File: src/asfc_pkg.sv
// Shared constants and types of the sample and frame control block.
package asfc_pkg;

	// Conversion modes as set by the command datapath.
	localparam logic [1:0] ASFC_MODE_EOC    = 2'h0;
	localparam logic [1:0] ASFC_MODE_SELECT = 2'h1;

	// Serial clock rising edge on which the channel is known during a select cycle.
	localparam logic [2:0] ASFC_CHAN_SEL_EDGE = 3'h5;

	// Width of the frame edge counter and its last count before the wrap to 0.
	localparam int         ASFC_EDGE_CNT_W  = 4;
	localparam logic [3:0] ASFC_EDGE_CNT_RST = 4'h0;
	localparam logic [3:0] ASFC_EDGE_CNT_MAX = 4'hF;

	// Sampling and conversion phases, one-hot.
	typedef enum logic [2:0]
	{
		ASFC_IDLE    = 3'h1,
		ASFC_SAMPLE  = 3'h2,
		ASFC_CONVERT = 3'h4
	} asfc_phase_type;

endpackage

File: src/asfc_edge_detect.sv
// Edge detector for one pin input that is already synchronous to the clock.
`timescale 1ns/10ps
`default_nettype none

module asfc_edge_detect
	import asfc_pkg::*;
#(
	parameter logic RESET_LEVEL = 1'b1
)
(
	input  wire logic clk,
	input  wire logic rstn,
	input  wire logic pinIn,
	output logic      level,
	output logic      rise,
	output logic      fall
);

	logic prev_q;

	// The reset level equals the idle level, so no false edge comes out of reset.
	always_ff @(posedge clk or negedge rstn)
	begin
		if (!rstn)
			prev_q <= RESET_LEVEL;
		else
			prev_q <= pinIn;
	end

	// Edges are single-cycle pulses in the cycle the new level is first seen.
	assign level = pinIn;
	assign rise  = pinIn & ~prev_q;
	assign fall  = ~pinIn & prev_q;

endmodule

`default_nettype wire

File: src/asfc_sample_frame_ctrl.sv
// Sample window, conversion start, ready flag and frame gating of a serial ADC.
//
// Summary of operation
// Chip select high: start-pin low bounds sampling.
// Host asserts start after fifth select clock.
// Mode 01 early start waits for deselect.
// Start rising edge, deselected, launches conversion.
// EOC low from sample end to ready.
// EOC behaviour only in mode 00.
// Interrupt mode: falling edge marks ready data.
// Frame sync low at select: input stays off.
// Frame sync fall clears counter, enables input.
// Input off at 16 edges or deselect; the code counts the 16 edges only after a frame sync fall.
// Start or frame sync held high: inactive.
`timescale 1ns/10ps
`default_nettype none

module asfc_sample_frame_ctrl
	import asfc_pkg::*;
(
	input  wire logic       clk,
	input  wire logic       rstn,
	input  wire logic       chipSelN,
	input  wire logic       serialClk,
	input  wire logic       serialDataIn,
	input  wire logic       sample_start_n,
	input  wire logic       frame_sync,
	input  wire logic [1:0] convMode,
	input  wire logic       readyAsInt,
	input  wire logic       convDone,
	output logic            samplingOn,
	output logic            convStartPulse,
	output logic            eocIntN,
	output logic            sdiEnable,
	output logic            sdiData
);

	logic                       csLevel;
	logic                       csRise;
	logic                       csFall;
	logic                       sclkRise;
	logic                       startLevelN;
	logic                       startRise;
	logic                       startFall;
	logic                       fsFall;
	asfc_phase_type             phase_q;
	logic                       pendStart_q;
	logic [2:0]                 selEdges_q;
	logic                       chanSel_q;
	logic [ASFC_EDGE_CNT_W-1:0] edgeCnt_q;
	logic                       fsFramed_q;
	logic                       sampleEnd;

	// Pin edge detection; chip select, start and frame sync idle high.
	asfc_edge_detect #(.RESET_LEVEL(1'b1)) uCs
	(
		.clk   (clk),
		.rstn  (rstn),
		.pinIn (chipSelN),
		.level (csLevel),
		.rise  (csRise),
		.fall  (csFall)
	);

	asfc_edge_detect #(.RESET_LEVEL(1'b0)) uSclk
	(
		.clk   (clk),
		.rstn  (rstn),
		.pinIn (serialClk),
		.level (),
		.rise  (sclkRise),
		.fall  ()
	);

	// held high
	// Only edges act, so a start pin tied high never opens a window.
	asfc_edge_detect #(.RESET_LEVEL(1'b1)) uStart
	(
		.clk   (clk),
		.rstn  (rstn),
		.pinIn (sample_start_n),
		.level (startLevelN),
		.rise  (startRise),
		.fall  (startFall)
	);

	asfc_edge_detect #(.RESET_LEVEL(1'b1)) uFs
	(
		.clk   (clk),
		.rstn  (rstn),
		.pinIn (frame_sync),
		.level (),
		.rise  (),
		.fall  (fsFall)
	);

	// Sampling ends on the start pin rising while chip select is high.
	assign sampleEnd = (phase_q == ASFC_SAMPLE) && startRise && csLevel;

	// Count serial clock edges of a select cycle to know when the channel is set.
	always_ff @(posedge clk or negedge rstn)
	begin
		if (!rstn)
		begin
			selEdges_q <= 3'h0;
			chanSel_q  <= 1'b0;
		end
		else if (csFall)
		begin
			selEdges_q <= 3'h0;
			chanSel_q  <= 1'b0;
		end
		else if (!csLevel && sclkRise && !chanSel_q)
		begin
			selEdges_q <= selEdges_q + 3'h1;
			// channel selected
			chanSel_q  <= (selEdges_q + 3'h1) == ASFC_CHAN_SEL_EDGE;
		end
	end

	// deferred start
	// An early start in mode 01 is held until chip select returns high.
	always_ff @(posedge clk or negedge rstn)
	begin
		if (!rstn)
			pendStart_q <= 1'b0;
		else if (csRise || startRise)
			pendStart_q <= 1'b0;
		else if (startFall && !csLevel && chanSel_q && convMode == ASFC_MODE_SELECT)
			pendStart_q <= 1'b1;
	end

	// Sample and conversion phase sequencing.
	always_ff @(posedge clk or negedge rstn)
	begin
		if (!rstn)
			phase_q <= ASFC_IDLE;
		else
		begin
			unique case (phase_q)
				ASFC_IDLE:
				begin
					// window opens
					if (csLevel && startFall)
						phase_q <= ASFC_SAMPLE;
					// deferred start
					else if (csRise && pendStart_q && !startLevelN)
						phase_q <= ASFC_SAMPLE;
				end
				ASFC_SAMPLE:
				begin
					// window closes
					if (sampleEnd)
						phase_q <= ASFC_CONVERT;
				end
				ASFC_CONVERT:
				begin
					if (convDone)
						phase_q <= ASFC_IDLE;
				end
				default:
					phase_q <= ASFC_IDLE;
			endcase
		end
	end

	// The sampling output rises one cycle after the phase and drops with the phase at window end, straight from a flop.
	always_ff @(posedge clk or negedge rstn)
	begin
		if (!rstn)
			samplingOn <= 1'b0;
		else
			samplingOn <= (phase_q == ASFC_SAMPLE) && !sampleEnd;
	end

	// conversion launch
	always_ff @(posedge clk or negedge rstn)
	begin
		if (!rstn)
			convStartPulse <= 1'b0;
		else
			convStartPulse <= sampleEnd;
	end

	// Shared ready output: end-of-conversion level or interrupt falling edge.
	// The interrupt level releases when the host selects the device to read.
	always_ff @(posedge clk or negedge rstn)
	begin
		if (!rstn)
			eocIntN <= 1'b1;
		else if (readyAsInt)
		begin
			// ready edge
			if (phase_q == ASFC_CONVERT && convDone)
				eocIntN <= 1'b0;
			else if (csFall)
				eocIntN <= 1'b1;
		end
		// mode 00 only
		else if (convMode == ASFC_MODE_EOC)
		begin
			// low until ready
			if (sampleEnd)
				eocIntN <= 1'b0;
			else if (phase_q == ASFC_CONVERT && convDone)
				eocIntN <= 1'b1;
		end
		else
			eocIntN <= 1'b1;
	end

	// Frame gating of the serial data input and its edge counter.
	// With frame sync tied high the frame follows chip select alone.
	always_ff @(posedge clk or negedge rstn)
	begin
		if (!rstn)
		begin
			sdiEnable  <= 1'b0;
			fsFramed_q <= 1'b0;
			edgeCnt_q  <= ASFC_EDGE_CNT_RST;
		end
		// deselect closes
		else if (csRise || csLevel)
		begin
			sdiEnable  <= 1'b0;
			fsFramed_q <= 1'b0;
		end
		// frame sync fall
		else if (fsFall)
		begin
			sdiEnable  <= 1'b1;
			fsFramed_q <= 1'b1;
			edgeCnt_q  <= ASFC_EDGE_CNT_RST;
		end
		else if (csFall)
		begin
			// wait for sync
			// held high
			sdiEnable  <= frame_sync;
			fsFramed_q <= 1'b0;
		end
		else if (fsFramed_q && sdiEnable && sclkRise)
		begin
			edgeCnt_q <= edgeCnt_q + 4'h1;
			// sixteen edges
			if (edgeCnt_q == ASFC_EDGE_CNT_MAX)
				sdiEnable <= 1'b0;
		end
	end

	// Serial data passes only while the input is enabled; otherwise it reads low.
	always_ff @(posedge clk or negedge rstn)
	begin
		if (!rstn)
			sdiData <= 1'b0;
		else
			sdiData <= serialDataIn & sdiEnable;
	end

endmodule

`default_nettype wire

File: config.mk
export PLATFORM = sky130hd
export DESIGN_NAME = asfc_sample_frame_ctrl
export DESIGN_NICKNAME = d
export VERILOG_FILES = /design/src/asfc_pkg.sv /design/src/asfc_edge_detect.sv /design/src/asfc_sample_frame_ctrl.sv
export SDC_FILE = /design/constraint.sdc
export NUM_CORES = 1
export LEC_CHECK = 0
export BUFFER_PORTS_ARGS = -buffer_cell sky130_fd_sc_hd__buf_2
export CAP_MARGIN = 20
export CORE_MARGIN = 8
export CORE_UTILIZATION = 54
export CTS_CLUSTER_DIAMETER = 100
export DETAILED_ROUTE_END_ITERATION = 16
export PLACE_DENSITY_LB_ADDON = 0.12
export SYNTH_ARGS = -nofsm -noshare
export SYNTH_HDL_FRONTEND = slang
export SYNTH_SLANG_ARGS = --single-unit
File: constraint.sdc
create_clock -name clk -period 2.15 [get_ports clk]
set_input_delay 0.43 -clock clk [delete_from_list [all_inputs] [get_ports clk]]
set_output_delay 0.43 -clock clk [all_outputs]
set_load 0.01 [all_outputs]
Yosys cells after proc, flatten, opt, wreduce, memory -nomap -nowiden
Index checks and enable logic that the tools add are counted.
W data, S select, Z words.

storage, ports and cells
  register bits = 22
  input port bits = 11
  output and inout port bits = 5

operators by class
  add/sub/neg operators = 2
  equal/unequal tests = 12
  mux-type cells = 28
  bitwise logic cells = 14
  reduce and logical (&&, ||, !) cells = 31

operators by type and width
  operator               count
  $mux W1                18
  $mux W3                6
  $logic_and A1 B1 Y1    14
  $mux W4                3
  $pmux W3 S3            1
  $reduce_bool A4 Y1     2
  $and A1 B1 Y1          7
  $not A1 Y1             7
  $eq A3 B3 Y1 const B   2
  $reduce_and A3 Y1      2
  $reduce_bool A2 Y1     3
  $add A4 B1 Y4 const B  1
  $eq A4 B4 Y1 const B   1
  $logic_not A1 Y1       4
  $ne A2 B2 Y1 const B   2
  $ne A4 B4 Y1 const B   1
  $reduce_and A2 Y1      2
  $add A3 B1 Y3 const B  1
  $eq A3 B1 Y1 const B   1
  $eq A3 B2 Y1 const B   1
  $ne A3 B1 Y1 const B   1
  $ne A3 B3 Y1 const B   1
  $reduce_bool A3 Y1     1
  $eq A2 B1 Y1 const B   1
  other kinds (3)        4

Depth between registers and ports, before layout
  depth after elaboration = 7
  gate-level depth with buffers = 5

By module
Synthesis repeated with hierarchy kept, for this count alone.

unflattened totals
  cells, all modules = 103
  area, all modules = 1112.3 µm²

modules (own cells, without submodules)
  module                       instances  cells each  area each (µm²)  seq. area each (µm²)
  asfc_sample_frame_ctrl       1          87          918.4            452.9
  asfc_edge_detect at uCs ...  3          4           48.8             26.3
  asfc_edge_detect at uSclk    1          4           47.5             25.0

Least setup slack after synthesis
No wires, ideal clock.

  path type = input port to flip-flop
  start point = input chipSelN
  end point = register edgeCnt_q[3]
  library setup time = 0.077 ns
  arrival = 1.526 ns
  required time = 2.073 ns
  setup slack = 0.546 ns
  stages on the path = 4
  path buffers = 1
  path through = buf_6 -> or3b_4 -> or4_1 -> a21oi_1

between the ends
  word-level cells in the longest chain between the ends = 4
  elaborated cells between the ends (all ways) = 7

ends and longest elaborated chain
  what                                                  RTL line                                               source
  from (decl)                                           asfc_sample_frame_ctrl.sv:23                           input wire logic chipSelN,
  $not A1 Y1 or $and A1 B1 Y1 (tied branches)           asfc_edge_detect.sv:33, asfc_edge_detect.sv:32
  $and A1 B1 Y1 or $logic_or A1 B1 Y1 (tied branches)   asfc_edge_detect.sv:33, asfc_sample_frame_ctrl.sv:223
  $ne A2 B1 Y1 (no line) or $not A1 Y1 (tied branches)  --
  $reduce_and A3 Y1 (no line) *                         --
  to (signal assigned)                                  asfc_sample_frame_ctrl.sv:244                          edgeCnt_q <= edgeCnt_q + 4'h1;
  to (decl)                                             asfc_sample_frame_ctrl.sv:50                           logic [ASFC_EDGE_CNT_W-1:0] edgeCnt_q;

Mark *: on every way between the ends. The rest lies on a longest branch, timed or not.
A chain may end at the register's enable or synchronous reset.

Worst setup path in the final report
  start point = register sdiEnable
  end point = register edgeCnt_q[3]

between the ends
  word-level cells in the longest chain between the ends = 4

ends and longest elaborated chain
  what                              RTL line                       source
  from (decl)                       asfc_sample_frame_ctrl.sv:34   output logic sdiEnable,
  from (signal assigned)            asfc_sample_frame_ctrl.sv:239  sdiEnable <= frame_sync;
  $logic_and A1 B1 Y1 (2 in a row)  asfc_sample_frame_ctrl.sv:242  else if (fsFramed_q && sdiEnable && sclkRise)
  $reduce_bool A2 Y1 (no line)      --
  $reduce_and A3 Y1 (no line)       --

No other way between the ends.

==> impl_metrics.json <==
{
  "syn_inst": 98,
  "grt_max_degree": 23,
  "outcome": "completed",
  "post-route-util": 0.6374,
  "critical_path.startpoint_type": "register",
  "top_regs": "edgeCnt_q (4), phase_q (3), selEdges_q (3)",
  "core-area_um2": 1922,
  "async_reset_ff_frac": 1.000,
  "power_density_nw_per_um2": 754.5,
  "seqCellArea_um2": 556.8,
  "netlist_area_um2": 1080,
  "ys.flop_type": "dfrtp_1",
  "fin_nets": 130,
  "critPathLaunch": "sdiEnable",
  "synth_top_family_by_area": "simple AND/OR/NAND/NOR gates",
  "cts_tree": "yes",
  "dp_hpwl_mm": 1.610,
  "synthMuxAreaShare": 0.01854,
  "finalClockSkew_ns": 0.002562,
  "p_switching_mw": 0.2271,
  "post_cts_buffers": 0,
  "track_usage": 0.1300,
  "drv_cap": 0,
  "hold_buffers": 0,
  "cp-end-kind": "register",
  "cellInternalPower_mw": 0.6970,
  "diodes": 0,
  "dr.pass1.iters": 4,
  "path_class": "register to register",
  "synth_compound_area_frac": 0.1669,
  "initial_core_util": 0.5618,
  "clockPowerShare": 0.349,
  "hold_viol": 0,
  "clkLatencyLatePin_ns": 0.31,
  "reg2reg_setup_slack_ns": 0.61,
  "vias_per_cell": 5.887,
  "r2r_end": "edgeCnt_q[3]",
  "drt_iter0_markers": 16,
  "grt-ovfl-total": 0,
  "cts_resized": 0,
  "clockBufferDepth": 2,
  "rows": 16,
  "fin_area_um2": 1225,
  "cts_root_buffer": "clkbuf_4",
  "endpoint": "edgeCnt_q[3]",
  "clock.fmax_ghz": 0.6478,
  "clock_sinks": 22,
  "rsz0062_at_grt": "no",
  "die_w_um": 60.72,
  "top_register": "edgeCnt_q",
  "antenna_found_initial": 0,
  "grt_pass1_vias": 813,
  "grt_pass1_wl_mm": 3.567,
  "leakage_nw": 0.5723,
  "routed_wl_mm": 2.165,
  "combPwrFrac": 0.129,
  "synth_cell_types": 38,
  "drc": 0,
  "final.min_clock_period_ns": 1.544,
  "syn-num-nets": 112,
  "cts-buffers-inserted": 3,
  "reg2reg_from": "sdiEnable",
  "ys_top_cells_by_count": "dfrtp_1 (17), inv_1 (7), dfstp_2 (5), nor2_1 (5)",
  "synth.avg_cell_area_um2": 11.02,
  "syn_to_final_growth_pct": 13.44,
  "n_fill_cell": 165,
  "synthXorXnorAreaFrac": 0.008111,
  "via_count": 836,
  "synth-edff-count": 0,
  "tightestPinTransition_ns": 0.4868,
  "setup_viol": 0,
  "critPathMaxFanout": 5,
  "worstPathRequired_ns": 2.40,
  "ios": 16,
  "ys_ff_latch": 22,
  "yosys.area.top_type": "dfrtp_1",
  "ff2ff_path_depth": 3,
  "yosysWarnings": 0,
  "ir_worst_vdd_mv": 0.3972,
  "min_period_over_period": 0.7180,
  "largest_reg_flops": 4,
  "die_y_um": 60.72,
  "synth_most_common_cell": "dfrtp_1",
  "htreeDepth": 1,
  "synth_area_leaders": "dfrtp_1 (39%), dfstp_2 (12%), ha_1 (3.5%), nor4bb_1 (2.8%), inv_1 (2.4%)",
  "p_seq_frac": 0.522,
  "clkTransAtPathRegs_ns": 0.13,
  "slew-limit-headroom": 0.6709,
  "place_congestion": 0.7762,
  "finalSetupTns_ns": 0,
  "port_buffers": 15,
  "yosys.area.top_type_share": 0.3940,
  "layout-drive-gt1-share": 0.2522,
  "arrival_ns": 1.80,
  "yosys.area_share.adder": 0.03476,
  "hp-class": "input port to asynchronous set/reset pin",
  "synth-simple-area-share": 0.2097,
  "placed_area_um2": 1172,
  "yosysSeqAreaShare": 0.5156,
  "dieArea_um2": 3686,
  "ant_nets": 0,
  "multi_input_area_um2": 473.0,
  "swShare": 0.2458,
  "maxSlewViolCount": 0,
  "wl_per_cell_um": 15.25
}
[cell usage in the layout (no fill, tap or decap), types with 3 or more instances in the layout]
cell,count
dfrtp_1,17
ha_1,3
inv_1,7
or3b_2,3
nor2b_1,3
buf_2,15
clkbuf_4,3
o21ai_0,4
nand3_1,3
a21oi_1,3
o22ai_1,4
dfstp_2,5
nor2_1,5
nor4bb_1,3
[logic make-up after synthesis]
logic type	count (synthesis)
buf+inv	10
xor+xnor	1
fa+ha+maj	3
flops	22
simple gates	34
compound gates	26
mux	2
[power groups by stage]
stage / Combinational, mW / Sequential (mW) / Clock (mW)
after global routing: 0.137 / 0.486 / 0.339
after detailed placement: 0.121 / 0.490 / 0
after global placement: 0.116 / 0.487 / 0
after CTS: 0.121 / 0.482 / 0.328
after floorplan: 0.0853 / 0.480 / 0
final: 0.119 / 0.483 / 0.323
[stage by stage]
| step | hold WS, ns | setup slack (ns) | instances | power, mW |
|---|---|---|---|---|
| detailed placement | 0.4189 | 0.4800 | 138 | 0.6103 |
| global placement | 0.4145 | 0.5440 | 138 | 0.6030 |
| floorplan | 0.1344 | 0.5462 | 98 | 0.5655 |
| finish | 0.04531 | 0.6063 | 142 | 0.9242 |
| global route | 0.07656 | 0.5216 | 142 | 0.9623 |
| CTS | 0.06567 | 0.6055 | 142 | 0.9320 |
[how the worst min path moves through the flow]
stage	from	to	slack (ns)	cells after the start
2_1_floorplan	rstn	chanSel_q	0.13	0
3_3_place_gp	rstn	phase_q[2]	0.41	1
3_5_place_dp	rstn	phase_q[2]	0.42	1
4_1_cts	rstn	sdiEnable	0.07	1
5_1_grt	rstn	chanSel_q	0.08	1
6_report	rstn	phase_q[2]	0.05	1
[critical path, cell delays in order (launching register included)]
cell	delay, ns
dfrtp_1	0.44
or3b_4	0.42
or4_1	0.48
a21oi_1	0.15
[layer usage]
metal	vias up	GRT usage	part of all wire
met5	-	0	0
met4	0	0.05980	0.018
met3	4	0.02754	0.048
met2	15	0.2338	0.52
met1	419	0.1414	0.42
li1	398	-	-
[area by class of cell]
cell class                      instances  area share
Tap cell                               27     0.02758
Clock inverter                          1     0.02451
Timing Repair Buffer                   16     0.06742
Inverter                                7     0.02145
Clock buffer                            3     0.01839
Multi-Input combinational cell         66      0.3861
Sequential cell                        22      0.4545
Note: power is estimated with default switching activity, not from simulation.
